===== src/hw/mezz_pkg.sv =====
package mezz_pkg;
  localparam int NMOD = 6;
  // Register offsets
  localparam logic [7:0] CTL_BASE = 8'h08;
  localparam logic [7:0] CTL_STRIDE = 8'h18;
  localparam logic [7:0] STAT_OFS = 8'hb0;
  localparam logic [7:0] MFR_OFS = 8'hb4;
  localparam logic [7:0] DTYPE_OFS = 8'hb8;
  localparam logic [15:0] CTL_RESET = 16'h0000;
  // Control word fields
  localparam int LVL_LSB = 0;
  localparam int FAR_BIT = 3;
  localparam int IGN_BIT = 4;
  localparam int VSS_BIT = 5;
  localparam int INH_BIT = 6;
  localparam int VEC_LSB = 8;
  // Identification words and codes
  localparam logic [15:0] SYNC_BASE = 16'h5346;
  localparam logic [15:0] SYNC_EXT = 16'hacba;
  localparam logic [5:0] W_SYNC = 6'h00;
  localparam logic [5:0] W_SYNCX = 6'h10;
  localparam logic [5:0] W_MFR = 6'h11;
  localparam logic [5:0] W_DTYPE = 6'h12;
  localparam int MODEL_LSB = 0;
  localparam int REQMEM_LSB = 12;
  localparam logic [4:0] REQMEM_EXP = 5'h17;
  // Arbitrary defaults, reported until a module supplies its own
  localparam logic [15:0] DEF_MFR = 16'h0f00;
  localparam logic [15:0] DEF_DTYPE = 16'hf000;
  // Timing
  localparam int CLK_PS = 4000;
  localparam int ID_BIT_NS = 1000;
  localparam int ID_BIT_CYC = (ID_BIT_NS * 1000 + CLK_PS - 1) / CLK_PS;
endpackage : mezz_pkg


===== src/hw/int_channel.sv =====
`timescale 1ns/100ps
module int_channel
  import mezz_pkg::*;
(
  // Clock and reset
  input wire logic clk,
  input wire logic rst,
  // Module and settings
  input wire logic modIrq,
  input wire logic [2:0] level,
  input wire logic forceRelease,
  input wire logic granted,
  // Status
  output logic reqOut,
  output logic holding
);
  typedef enum logic [1:0] {C_IDLE = 2'b00, C_REQ = 2'b01, C_HOLD = 2'b10} chan_t;
  typedef struct packed {
    chan_t st;
  } state_t;
  state_t s_q, s_d;

  always_comb
  begin
    s_d = s_q;
    unique case (s_q.st)
      C_IDLE: if (modIrq && level != 3'h0) s_d.st = C_REQ;
      C_REQ:
      begin
        if (level == 3'h0 || !modIrq) s_d.st = C_IDLE;
        else if (granted) s_d.st = forceRelease ? C_HOLD : C_IDLE;
      end
      // Served but module not yet cleared
      C_HOLD: if (!modIrq) s_d.st = C_IDLE;
      default: s_d.st = C_IDLE;
    endcase
  end

  always_ff @(posedge clk or posedge rst)
    if (rst) s_q <= '{st: C_IDLE};
    else s_q <= s_d;

  assign reqOut = s_q.st == C_REQ;
  assign holding = s_q.st == C_HOLD;

  a_hold_till_clear: assert property (@(posedge clk) disable iff (rst)
    holding && modIrq |=> holding) else $error("hold left early");
  a_force_release: assert property (@(posedge clk) disable iff (rst)
    reqOut && granted && forceRelease && modIrq && level != 3'h0 |=> holding && !reqOut)
    else $error("no release on ack");
endmodule : int_channel


===== src/hw/ident_scan.sv =====
`timescale 1ns/100ps
module ident_scan
  import mezz_pkg::*;
(
  // Clock and reset
  input wire logic clk,
  input wire logic rst,
  // Serial ident line
  input wire logic idData,
  input wire logic [5:0] modEnable,
  output logic [5:0] idSel,
  output logic idClk,
  output logic idDout,
  // Results
  output logic extFound,
  output logic [15:0] mfrId,
  output logic [15:0] devType,
  output logic testFail,
  output logic done
);
  typedef enum logic [1:0] {I_NEXT = 2'b00, I_ADDR = 2'b01, I_DATA = 2'b10, I_DONE = 2'b11} scan_t;
  typedef struct packed {
    scan_t st;
    logic [2:0] mod;
    logic [1:0] wrd;
    logic [4:0] bitN;
    logic [8:0] cnt;
    logic [15:0] sh;
    logic [15:0] w0;
    logic [15:0] w16;
    logic [15:0] w17;
    logic [5:0] sel;
    logic sck;
    logic dout;
    logic ext;
    logic [15:0] mfr;
    logic [15:0] dtype;
    logic fail;
    logic fin;
    logic [1:0] settle;
  } state_t;
  state_t s_q, s_d;
  logic [5:0] wAddr;
  logic bitEnd;

  always_comb
  begin
    unique case (s_q.wrd)
      2'b00: wAddr = W_SYNC;
      2'b01: wAddr = W_SYNCX;
      2'b10: wAddr = W_MFR;
      2'b11: wAddr = W_DTYPE;
    endcase
    bitEnd = s_q.cnt == 9'(ID_BIT_CYC - 1);
    s_d = s_q;
    s_d.cnt = bitEnd ? 9'h000 : 9'(s_q.cnt + 9'h001);
    s_d.sck = s_q.cnt >= 9'(ID_BIT_CYC / 2);
    unique case (s_q.st)
      I_NEXT:
      begin
        s_d.cnt = 9'h000;
        s_d.sck = 1'b0;
        s_d.bitN = 5'h00;
        // Slot enables need two cycles through their synchroniser
        if (s_q.settle != 2'h3) s_d.settle = 2'(s_q.settle + 2'h1);
        else if (s_q.mod == 3'(NMOD)) s_d.st = I_DONE;
        else if (!modEnable[s_q.mod]) s_d.mod = 3'(s_q.mod + 3'h1);
        else
        begin
          // One bit per access: address first, MSB first
          s_d.sel = 6'h01 << s_q.mod;
          s_d.st = I_ADDR;
          s_d.dout = wAddr[5];
        end
      end
      I_ADDR: if (bitEnd)
      begin
        s_d.bitN = 5'(s_q.bitN + 5'h01);
        if (s_q.bitN == 5'h05)
        begin
          s_d.bitN = 5'h00;
          s_d.dout = 1'b0;
          s_d.st = I_DATA;
        end
        else s_d.dout = wAddr[3'(4 - s_q.bitN)];
      end
      I_DATA: if (bitEnd)
      begin
        s_d.sh = {s_q.sh[14:0], idData};
        s_d.bitN = 5'(s_q.bitN + 5'h01);
        if (s_q.bitN == 5'h0f)
        begin
          s_d.st = I_ADDR;
          s_d.bitN = 5'h00;
          s_d.wrd = 2'(s_q.wrd + 2'h1);
          s_d.dout = 1'b0;
          unique case (s_q.wrd)
            2'b00: s_d.w0 = {s_q.sh[14:0], idData};
            2'b01: s_d.w16 = {s_q.sh[14:0], idData};
            2'b10: s_d.w17 = {s_q.sh[14:0], idData};
            2'b11:
            begin
              // Lowest module with extended words wins
              if (!s_q.ext && s_q.w0 == SYNC_BASE && s_q.w16 == SYNC_EXT)
              begin
                s_d.ext = 1'b1;
                s_d.mfr = s_q.w17;
                s_d.dtype = {s_q.sh[14:0], idData};
              end
              // Stuck-low line on an enabled slot fails self-test
              if (s_q.w0 == 16'h0000) s_d.fail = 1'b1;
              s_d.st = I_NEXT;
              s_d.sel = 6'h00;
              s_d.mod = 3'(s_q.mod + 3'h1);
            end
          endcase
        end
      end
      I_DONE:
      begin
        s_d.fin = 1'b1;
        s_d.sck = 1'b0;
      end
    endcase
  end

  always_ff @(posedge clk or posedge rst)
    if (rst) s_q <= '{st: I_NEXT, mfr: DEF_MFR, dtype: DEF_DTYPE, default: '0};
    else s_q <= s_d;

  assign idSel = s_q.sel;
  assign idClk = s_q.sck;
  assign idDout = s_q.dout;
  assign extFound = s_q.ext;
  assign mfrId = s_q.mfr;
  assign devType = s_q.dtype;
  assign testFail = s_q.fail;
  assign done = s_q.fin;

  a_ext_adopt: assert property (@(posedge clk) disable iff (rst)
    $rose(s_q.ext) |-> s_q.mfr == $past(s_q.w17) && $past(s_q.w16) == SYNC_EXT) else $error("bad adopt");
endmodule : ident_scan


===== src/hw/mezzanine_interrupt_ident_bridge.sv =====
// What this block does
// - Each module's backplane level comes from its control register level field.
// - Level field zero keeps that module's interrupt off the backplane.
// - Vector select zero puts the programmed vector in the status upper byte.
// - Status lower byte is the module's logical address.
// - Vector-supplying modules give the status upper byte during acknowledge.
// - Forced acknowledge release drops the backplane request on acknowledge.
// - With forced release, the module interrupt stays pending until serviced.
// - Ignore bit set: the module's acknowledge response is disregarded.
// - With forced release, no new backplane interrupt from a module until it clears.
// - Ident data is a serial EEPROM of 16-bit words read one bit per access.
// - At power-up each enabled module is checked for extended identification.
// - Extended ident replaces reported manufacturer, memory and model.
// - Word 0 sync 5346, word 16 ACBA, 17 manufacturer, 18 device type.
// - Device type: model in bits 0-11, memory code in bits 12-15.
// - Memory code m means two to the power 23 minus m bytes.
// - Power-up self-test failure asserts system failure and lights the lamp.
// - Any module's failure-inhibit bit suppresses system failure slot-wide.
//
// Our own choice: the APB interface to the registers.
`timescale 1ns/100ps
module mezzanine_interrupt_ident_bridge
  import mezz_pkg::*;
(
  // Clock and reset
  input wire logic clk,
  input wire logic rst,
  // APB slave
  input wire logic psel,
  input wire logic penable,
  input wire logic pwrite,
  input wire logic [7:0] paddr,
  input wire logic [31:0] pwdata,
  output logic [31:0] prdata,
  output logic pready,
  output logic pslverr,
  // Backplane interrupt and acknowledge
  output logic [6:0] irqOut,
  input wire logic iackActive,
  input wire logic [2:0] iackLevel,
  input wire logic ackIn,
  output logic ackOut,
  output logic [15:0] statusId,
  output logic statusIdValid,
  // Modules
  input wire logic [5:0] modIrq,
  input wire logic [5:0][7:0] modVector,
  input wire logic [5:0] modAckDone,
  output logic [5:0] modAck,
  input wire logic [5:0] modEnable,
  // Address straps
  input wire logic [7:0] laBase,
  input wire logic modulo8,
  // Ident serial line
  input wire logic idDataIn,
  output logic [5:0] idSel,
  output logic idClk,
  output logic idDout,
  // Failure
  output logic sysfail,
  output logic failLamp
);
  // ************************************************
  // State
  // ************************************************
  typedef enum logic [1:0] {A_IDLE = 2'b00, A_WAIT = 2'b01, A_HOLD = 2'b10} ack_t;
  typedef struct packed {
    logic [5:0][15:0] ctl;
    logic [5:0] irqA, irqB, doneA, doneB, enA, enB;
    logic [5:0][7:0] vecA, vecB;
    logic iackA, iackB, ackInA, ackInB, dinA, dinB, m8A, m8B;
    logic [2:0] lvlA, lvlB;
    logic [7:0] laA, laB;
    ack_t ast;
    logic [2:0] sel;
    logic [5:0] grant;
    logic [5:0] mAck;
    logic aOut;
    logic [15:0] sid;
    logic sidV;
    logic [6:0] irq;
    logic sf, lamp;
    logic [31:0] rd;
    logic rdy, err;
  } state_t;
  state_t s_q, s_d;
  logic [5:0] chReq, chHold;
  logic extFound, testFail, scanDone, anyInh, hit, wrEn;
  logic [15:0] mfrId, devType;
  logic [2:0] hitIdx;

  function automatic logic [7:0] laOf(input logic [7:0] b, input logic m8, input int i);
    return m8 ? 8'(b + 8'(i * 8)) : 8'(b + 8'(i));
  endfunction : laOf

  // ************************************************
  // Per-module channels
  // ************************************************
  genvar g;
  generate
    for (g = 0; g < NMOD; g++)
    begin : gChan
      int_channel uChan (
        .clk(clk),
        .rst(rst),
        .modIrq(s_q.irqB[g]),
        .level(s_q.ctl[g][LVL_LSB +: 3]),
        .forceRelease(s_q.ctl[g][FAR_BIT]),
        .granted(s_q.grant[g]),
        .reqOut(chReq[g]),
        .holding(chHold[g])
      );
    end
  endgenerate

  ident_scan uScan (
    .clk(clk),
    .rst(rst),
    .idData(s_q.dinB),
    .modEnable(s_q.enB),
    .idSel(idSel),
    .idClk(idClk),
    .idDout(idDout),
    .extFound(extFound),
    .mfrId(mfrId),
    .devType(devType),
    .testFail(testFail),
    .done(scanDone)
  );

  // ************************************************
  // Next state
  // ************************************************
  always_comb
  begin
    s_d = s_q;
    // Pin synchronisers, first stage feeds only the second
    s_d.irqA = modIrq;
    s_d.irqB = s_q.irqA;
    s_d.doneA = modAckDone;
    s_d.doneB = s_q.doneA;
    s_d.enA = modEnable;
    s_d.enB = s_q.enA;
    s_d.vecA = modVector;
    s_d.vecB = s_q.vecA;
    s_d.iackA = iackActive;
    s_d.iackB = s_q.iackA;
    s_d.ackInA = ackIn;
    s_d.ackInB = s_q.ackInA;
    s_d.dinA = idDataIn;
    s_d.dinB = s_q.dinA;
    s_d.m8A = modulo8;
    s_d.m8B = s_q.m8A;
    s_d.lvlA = iackLevel;
    s_d.lvlB = s_q.lvlA;
    s_d.laA = laBase;
    s_d.laB = s_q.laA;

    // Level fan-in; channels with level zero never request
    s_d.irq = 7'h00;
    anyInh = 1'b0;
    hit = 1'b0;
    hitIdx = 3'h0;
    for (int i = NMOD - 1; i >= 0; i--)
    begin
      if (chReq[i] && s_q.ctl[i][LVL_LSB +: 3] != 3'h0)
        s_d.irq[3'(s_q.ctl[i][LVL_LSB +: 3] - 3'h1)] = 1'b1;
      anyInh = anyInh | s_q.ctl[i][INH_BIT];
      // Lowest slot wins when two share a level
      if (chReq[i] && s_q.ctl[i][LVL_LSB +: 3] == s_q.lvlB)
      begin
        hit = 1'b1;
        hitIdx = 3'(i);
      end
    end

    // Self-test outcome; inhibit on any slot masks the whole carrier
    s_d.lamp = testFail;
    s_d.sf = testFail && !anyInh;

    // ************************************************
    // Acknowledge cycle
    // ************************************************
    s_d.grant = 6'h00;
    unique case (s_q.ast)
      A_IDLE:
      begin
        s_d.aOut = s_q.iackB && s_q.ackInB;
        s_d.sidV = 1'b0;
        if (s_q.iackB && s_q.ackInB && hit)
        begin
          s_d.aOut = 1'b0;
          s_d.sel = hitIdx;
          s_d.mAck = 6'h01 << hitIdx;
          s_d.ast = A_WAIT;
        end
      end
      A_WAIT:
      begin
        if (!s_q.iackB)
        begin
          s_d.mAck = 6'h00;
          s_d.ast = A_IDLE;
        end
        else if (s_q.ctl[s_q.sel][IGN_BIT] || s_q.doneB[s_q.sel])
        begin
          s_d.mAck = 6'h00;
          s_d.grant = 6'h01 << s_q.sel;
          s_d.sid[7:0] = laOf(s_q.laB, s_q.m8B, int'(s_q.sel));
          s_d.sid[15:8] = s_q.ctl[s_q.sel][VSS_BIT] ? s_q.vecB[s_q.sel]
                                                    : s_q.ctl[s_q.sel][VEC_LSB +: 8];
          s_d.sidV = 1'b1;
          s_d.ast = A_HOLD;
        end
      end
      A_HOLD:
      begin
        if (!s_q.iackB)
        begin
          s_d.sidV = 1'b0;
          s_d.ast = A_IDLE;
        end
      end
      default: s_d.ast = A_IDLE;
    endcase

    // ************************************************
    // APB slave
    // ************************************************
    // Ready one cycle after setup keeps every output registered
    wrEn = psel && penable && s_q.rdy && pwrite;
    s_d.rdy = psel && !penable;
    s_d.err = 1'b0;
    if (psel && !penable)
    begin
      s_d.rd = 32'h00000000;
      s_d.err = 1'b1;
      for (int i = 0; i < NMOD; i++)
        if (paddr == 8'(CTL_BASE + 8'(i) * CTL_STRIDE))
        begin
          s_d.rd = {16'h0000, s_q.ctl[i]};
          s_d.err = 1'b0;
        end
      if (paddr == STAT_OFS)
      begin
        s_d.rd = {16'h0000, s_q.sf, testFail, extFound, scanDone, chHold, chReq};
        s_d.err = 1'b0;
      end
      if (paddr == MFR_OFS)
      begin
        s_d.rd = {16'h0000, mfrId};
        s_d.err = 1'b0;
      end
      if (paddr == DTYPE_OFS)
      begin
        // Memory exponent beside the raw word saves a software subtract
        s_d.rd = {11'h000, 5'(REQMEM_EXP - {1'b0, devType[REQMEM_LSB +: 4]}),
                  devType[REQMEM_LSB +: 4], devType[MODEL_LSB +: 12]};
        s_d.err = 1'b0;
      end
    end
    if (wrEn)
      for (int i = 0; i < NMOD; i++)
        if (paddr == 8'(CTL_BASE + 8'(i) * CTL_STRIDE)) s_d.ctl[i] = pwdata[15:0];
  end

  always_ff @(posedge clk or posedge rst)
    if (rst) s_q <= '{ctl: {NMOD{CTL_RESET}}, ast: A_IDLE, default: '0};
    else s_q <= s_d;

  // ************************************************
  // Outputs
  // ************************************************
  assign prdata = s_q.rd;
  assign pready = s_q.rdy;
  assign pslverr = s_q.err;
  assign irqOut = s_q.irq;
  assign ackOut = s_q.aOut;
  assign statusId = s_q.sid;
  assign statusIdValid = s_q.sidV;
  assign modAck = s_q.mAck;
  assign sysfail = s_q.sf;
  assign failLamp = s_q.lamp;

  // ************************************************
  // Checks
  // ************************************************
  a_zero_level_mute: assert property (@(posedge clk) disable iff (rst)
    s_q.ctl[0][LVL_LSB +: 3] == 3'h0 |=> !chReq[0]) else $error("level zero requested");
  a_level_drive: assert property (@(posedge clk) disable iff (rst)
    chReq[0] |=> irqOut[3'($past(s_q.ctl[0][LVL_LSB +: 3]) - 3'h1)]) else $error("level missing");
  a_vector_prog: assert property (@(posedge clk) disable iff (rst)
    $rose(statusIdValid) && !s_q.ctl[s_q.sel][VSS_BIT] |-> statusId[15:8] == s_q.ctl[s_q.sel][VEC_LSB +: 8])
    else $error("wrong programmed vector");
  a_vector_module: assert property (@(posedge clk) disable iff (rst)
    $rose(statusIdValid) && s_q.ctl[s_q.sel][VSS_BIT] |-> statusId[15:8] == $past(s_q.vecB[s_q.sel]))
    else $error("wrong module vector");
  a_addr_lower: assert property (@(posedge clk) disable iff (rst)
    $rose(statusIdValid) |-> statusId[7:0] == laOf(s_q.laB, s_q.m8B, int'(s_q.sel))) else $error("wrong address");
  a_ignore_resp: assert property (@(posedge clk) disable iff (rst)
    s_q.ast == A_WAIT && s_q.iackB && s_q.ctl[s_q.sel][IGN_BIT] |=> statusIdValid ##1 statusIdValid || !s_q.iackB)
    else $error("response not ignored");
  a_daisy_pass: assert property (@(posedge clk) disable iff (rst)
    s_q.ast == A_IDLE && !hit |=> ackOut == $past(s_q.iackB && s_q.ackInB)) else $error("chain not passed");
  a_inhibit_all: assert property (@(posedge clk) disable iff (rst)
    anyInh |=> !sysfail) else $error("inhibit ignored");
  a_fail_lamp: assert property (@(posedge clk) disable iff (rst)
    testFail && !anyInh |=> sysfail && failLamp) else $error("failure not shown");

  c_ack_served: cover property (@(posedge clk) disable iff (rst) $rose(statusIdValid));
  c_chain_pass: cover property (@(posedge clk) disable iff (rst) s_q.ast == A_IDLE && ackOut);
  c_ext_found: cover property (@(posedge clk) disable iff (rst) $rose(extFound));
endmodule : mezzanine_interrupt_ident_bridge


===== config.mk =====
export PLATFORM = sky130hd
export DESIGN_NAME = mezzanine_interrupt_ident_bridge
export DESIGN_NICKNAME = d
export VERILOG_FILES = /design/src/hw/mezz_pkg.sv /design/src/hw/int_channel.sv /design/src/hw/ident_scan.sv /design/src/hw/mezzanine_interrupt_ident_bridge.sv
export SDC_FILE = /design/constraint.sdc
export NUM_CORES = 1
export LEC_CHECK = 0
export BUFFER_PORTS_ARGS = -buffer_cell sky130_fd_sc_hd__clkbuf_2
export CAP_MARGIN = 10
export CORE_UTILIZATION = 56
export CTS_BUF_LIST = sky130_fd_sc_hd__clkbuf_8
export DETAILED_ROUTE_END_ITERATION = 8
export PLACE_DENSITY = 0.87
export SKIP_LAST_GASP = 1
export SLEW_MARGIN = 20
export SYNTH_ARGS = -nofsm -noshare
export SYNTH_HDL_FRONTEND = slang
export SYNTH_HIERARCHICAL = 1
export SYNTH_SLANG_ARGS = --single-unit

===== constraint.sdc =====
create_clock -name clk -period 9.3 [get_ports clk]
set_clock_uncertainty 0.1 [all_clocks]
set_input_delay 0 -clock clk [delete_from_list [all_inputs] [get_ports clk]]
set_output_delay 0 -clock clk [all_outputs]
set_load 0.1 [all_outputs]

==> results.md <==
- Reg2Reg Setup Slack: between 6000 and 7000 ps
- Setup violators final: 0
- Area leader, netlist: dfrtp_1
- H-tree levels: 3
- Most used DFF post-synth: dfrtp_1
- Ys async rst share: 1.00
- Yosys warnings: 6
- Share of layout cells above drive strength 1: 0.276
- DRT Pass-1 Iters: 6
- # placed instances: approximately 2,200
- Peak supply drop: roughly 0.00015 V
- Syn avg cell area: roughly 12 µm²
- WHS Endpoint: s_q[288]
- Number of synthesized flops with an enable pin: 0
- IO Port Bufs: 173
- WP data required: a little under 10,000 ps
- DR WL met3: 4220 µm
- WL/cell: around 22 µm
- Max-Cap Viols: 0
- Longest Clk Path Bufs: 3
- Area grow syn2layout: 18.8%
- Total Power: between 4 and 5 mW
- Die area: 0.0383 mm²
- Initial antenna violation count: 3
- Gpl congestion: just over 0.9
- Relative slew margins: 0.212
- TritonCTS Buffers: 76
- Cts repair resizes: 0
- Die Y-Extent: roughly 200 µm
- Max FO, Critical Path: 34
- Reg-to-reg critical path startpoint: s_q[75]
- Final #Nets: between 2,000 and 2,500
- Hold Path Class: input port to flip-flop
- Share of the synthesized area in the top cell type: 0.546
- Status: completed
- Top Layer Used: met5
- Worst Max-Slew Pin Slew: 1180 ps
- Setup crit start kind: flip-flop
- Hold Crit Start: pwdata[0]
- Vias: 15,200
- CTS tree: done
- Clock tree root buffer cell: clkbuf_8
- DRT antenna net count: 0
- Seq cells post-synth: between 400 and 500
- Final Hold Viols: 0
- Final core utilization: 0.678
- DRC violation total after the first TritonRoute iteration: 1,234
- Hold Path Depth: 4
- Post-Synthesis Cells: 1,729
- Grt ovf: 0
- Number of global-route vias before repair: 16,100
- Largest net degree at the start of global routing: about 140
- First-pass GRT wire length: between 80,000 and 90,000 µm
- Met2 Wirelength: roughly 27,000 µm
- Leakage: around 12 nW
- Post-DR vias/cell: about 6.0
- Crit path time final: between 3000 and 4000 ps
- DP Wirelength: ~34,000 µm
- Highest Clock Rate: approximately 310 MHz
- Netlist Area Pre-Place: 0.0210 mm²
- Top cells by area, synth: dfrtp_1, mux2_2, buf_4
- Num rows: 70
- RSZ-0062 raised after global routing: no
- Post-synth cell types: between 80 and 90
- Most common cell after layout, fill and taps aside: dfrtp_1
- Clk sinks: 466
- Final period utilization: 0.351
- Register area share after synthesis: 0.556
- WP data arrival: 3700 ps
- WHS: between 100 and 150 ps
- Setup_tns: 0 ps
- Final Non-Filler Cells: between 2,000 and 3,000
- Die width: 196 µm
- Clk pin slew, worst setup/hold paths: approximately 60 ps
- PD cells: around 200 mW/mm²
- Clk_lat worst skew: 650 ps
- # DRC: 0
- Most frequent cells in the layout: dfrtp_1, dlygate4sd3_1, mux2_2, clkbuf_2, nand2_1
- Total Wirelength: approximately 55,000 µm
- Met1 wire length: approximately 21,000 µm
- CP Capture Type: flip-flop
- I/O Pins: about 200
- Capturing point of the worst reg2reg path: statusId[5]
- Initial Util: 0.571
- R2R cell count: 4
- Gr usage total: 0.298
- Slew Limit Fails: 0
- CP Class: flip-flop to flip-flop
- Core area: roughly 0.037 mm²
==> power by group <==
part	switching, mW	total [mW]	internal [mW]
combinational	0.624	0.908	0.284
sequential	0.0785	2.20	2.12
clock	0.837	1.77	0.931
==> repair_timing <==
item | 4_1_cts | 5_1_grt
hold endpoints to repair | 383 | 0
buffers inserted | 0 | 0
hold buffers | 191 | 0
setup endpoints to repair | 0 | 0
==> how the worst max path moves through the flow <==
stage / depth (start not counted) / end / from
2_1_floorplan: 1 / ackOut / rst
3_3_place_gp: 4 / statusId[5] / s_q[75]
3_5_place_dp: 4 / statusId[5] / s_q[75]
4_1_cts: 4 / statusId[5] / s_q[75]
5_1_grt: 4 / statusId[5] / s_q[75]
6_report: 4 / statusId[5] / s_q[75]
==> registers in the layout, indices dropped and copies added (netlist names), 6 cells and up <==
register         cells
s_q                188
uScan/s_q           86
s_d                 81
prdata              21
statusId            16
uScan/devType       16
uScan/mfrId         16
gChan.uChan/s_q     12
irqOut               7
modAck               6
uScan/idSel          6
==> cell type report <==
type | count | area, µm²
Multi-Input combinational cell | 1049 | 8080
Clock inverter | 39 | 256
Clock buffer | 89 | 1220
Antenna cell | 3 | 7.51
Sequential cell | 466 | 11700
Tap cell | 468 | 586
Fill cell | 2485 | 11800
Inverter | 52 | 205
Timing Repair Buffer | 382 | 2920
==> per-stage QoR <==
stage / setup WS [ps] / cell area [µm²]
finish: 6030 / 24900
detailed placement: 6130 / 21500
global placement: 6210 / 21500
global route: 5840 / 24900
floorplan: 202 / 21000
CTS: 6100 / 24900
==> Yosys cell counts (13+ instances only) <==
cell	instances
ha_1	41
a21oi_1	64
nor2b_1	19
nand3_1	28
inv_1	51
nor2_1	82
or3_1	13
mux2i_1	33
buf_2	16
buf_4	100
nor3_1	35
nand4_1	13
mux4_2	17
clkbuf_1	47
dfrtp_1	458
nand2_1	117
a22oi_1	19
nand2b_1	14
o21ai_0	97
mux2_2	188
xnor2_1	28
==> layer usage <==
layer  vias up  global-route usage
met4         2               0.155
li1       6646                   -
met1      7626               0.362
met3       194              0.0655
met5         -                   0
met2       781               0.499
==> logic make-up after synthesis <==
kind of cell | after synthesis | share of synthesized area
other cells | 1 | 0.000179
simple gates | 420 | 0.111
flops | 466 | 0.556
fa+ha+maj | 43 | 0.0263
compound gates | 288 | 0.0870
buf+inv | 224 | 0.0614
mux | 251 | 0.144
xor+xnor | 36 | 0.0150
==> worst max-delay path: stages, from the launching register on <==
cell,delay [ps]
dfrtp_1,620
clkinv_1,740
nand3_1,450
a21o_1,820
mux2_2,420
No activity file was read; power rests on OpenSTA's default activity.
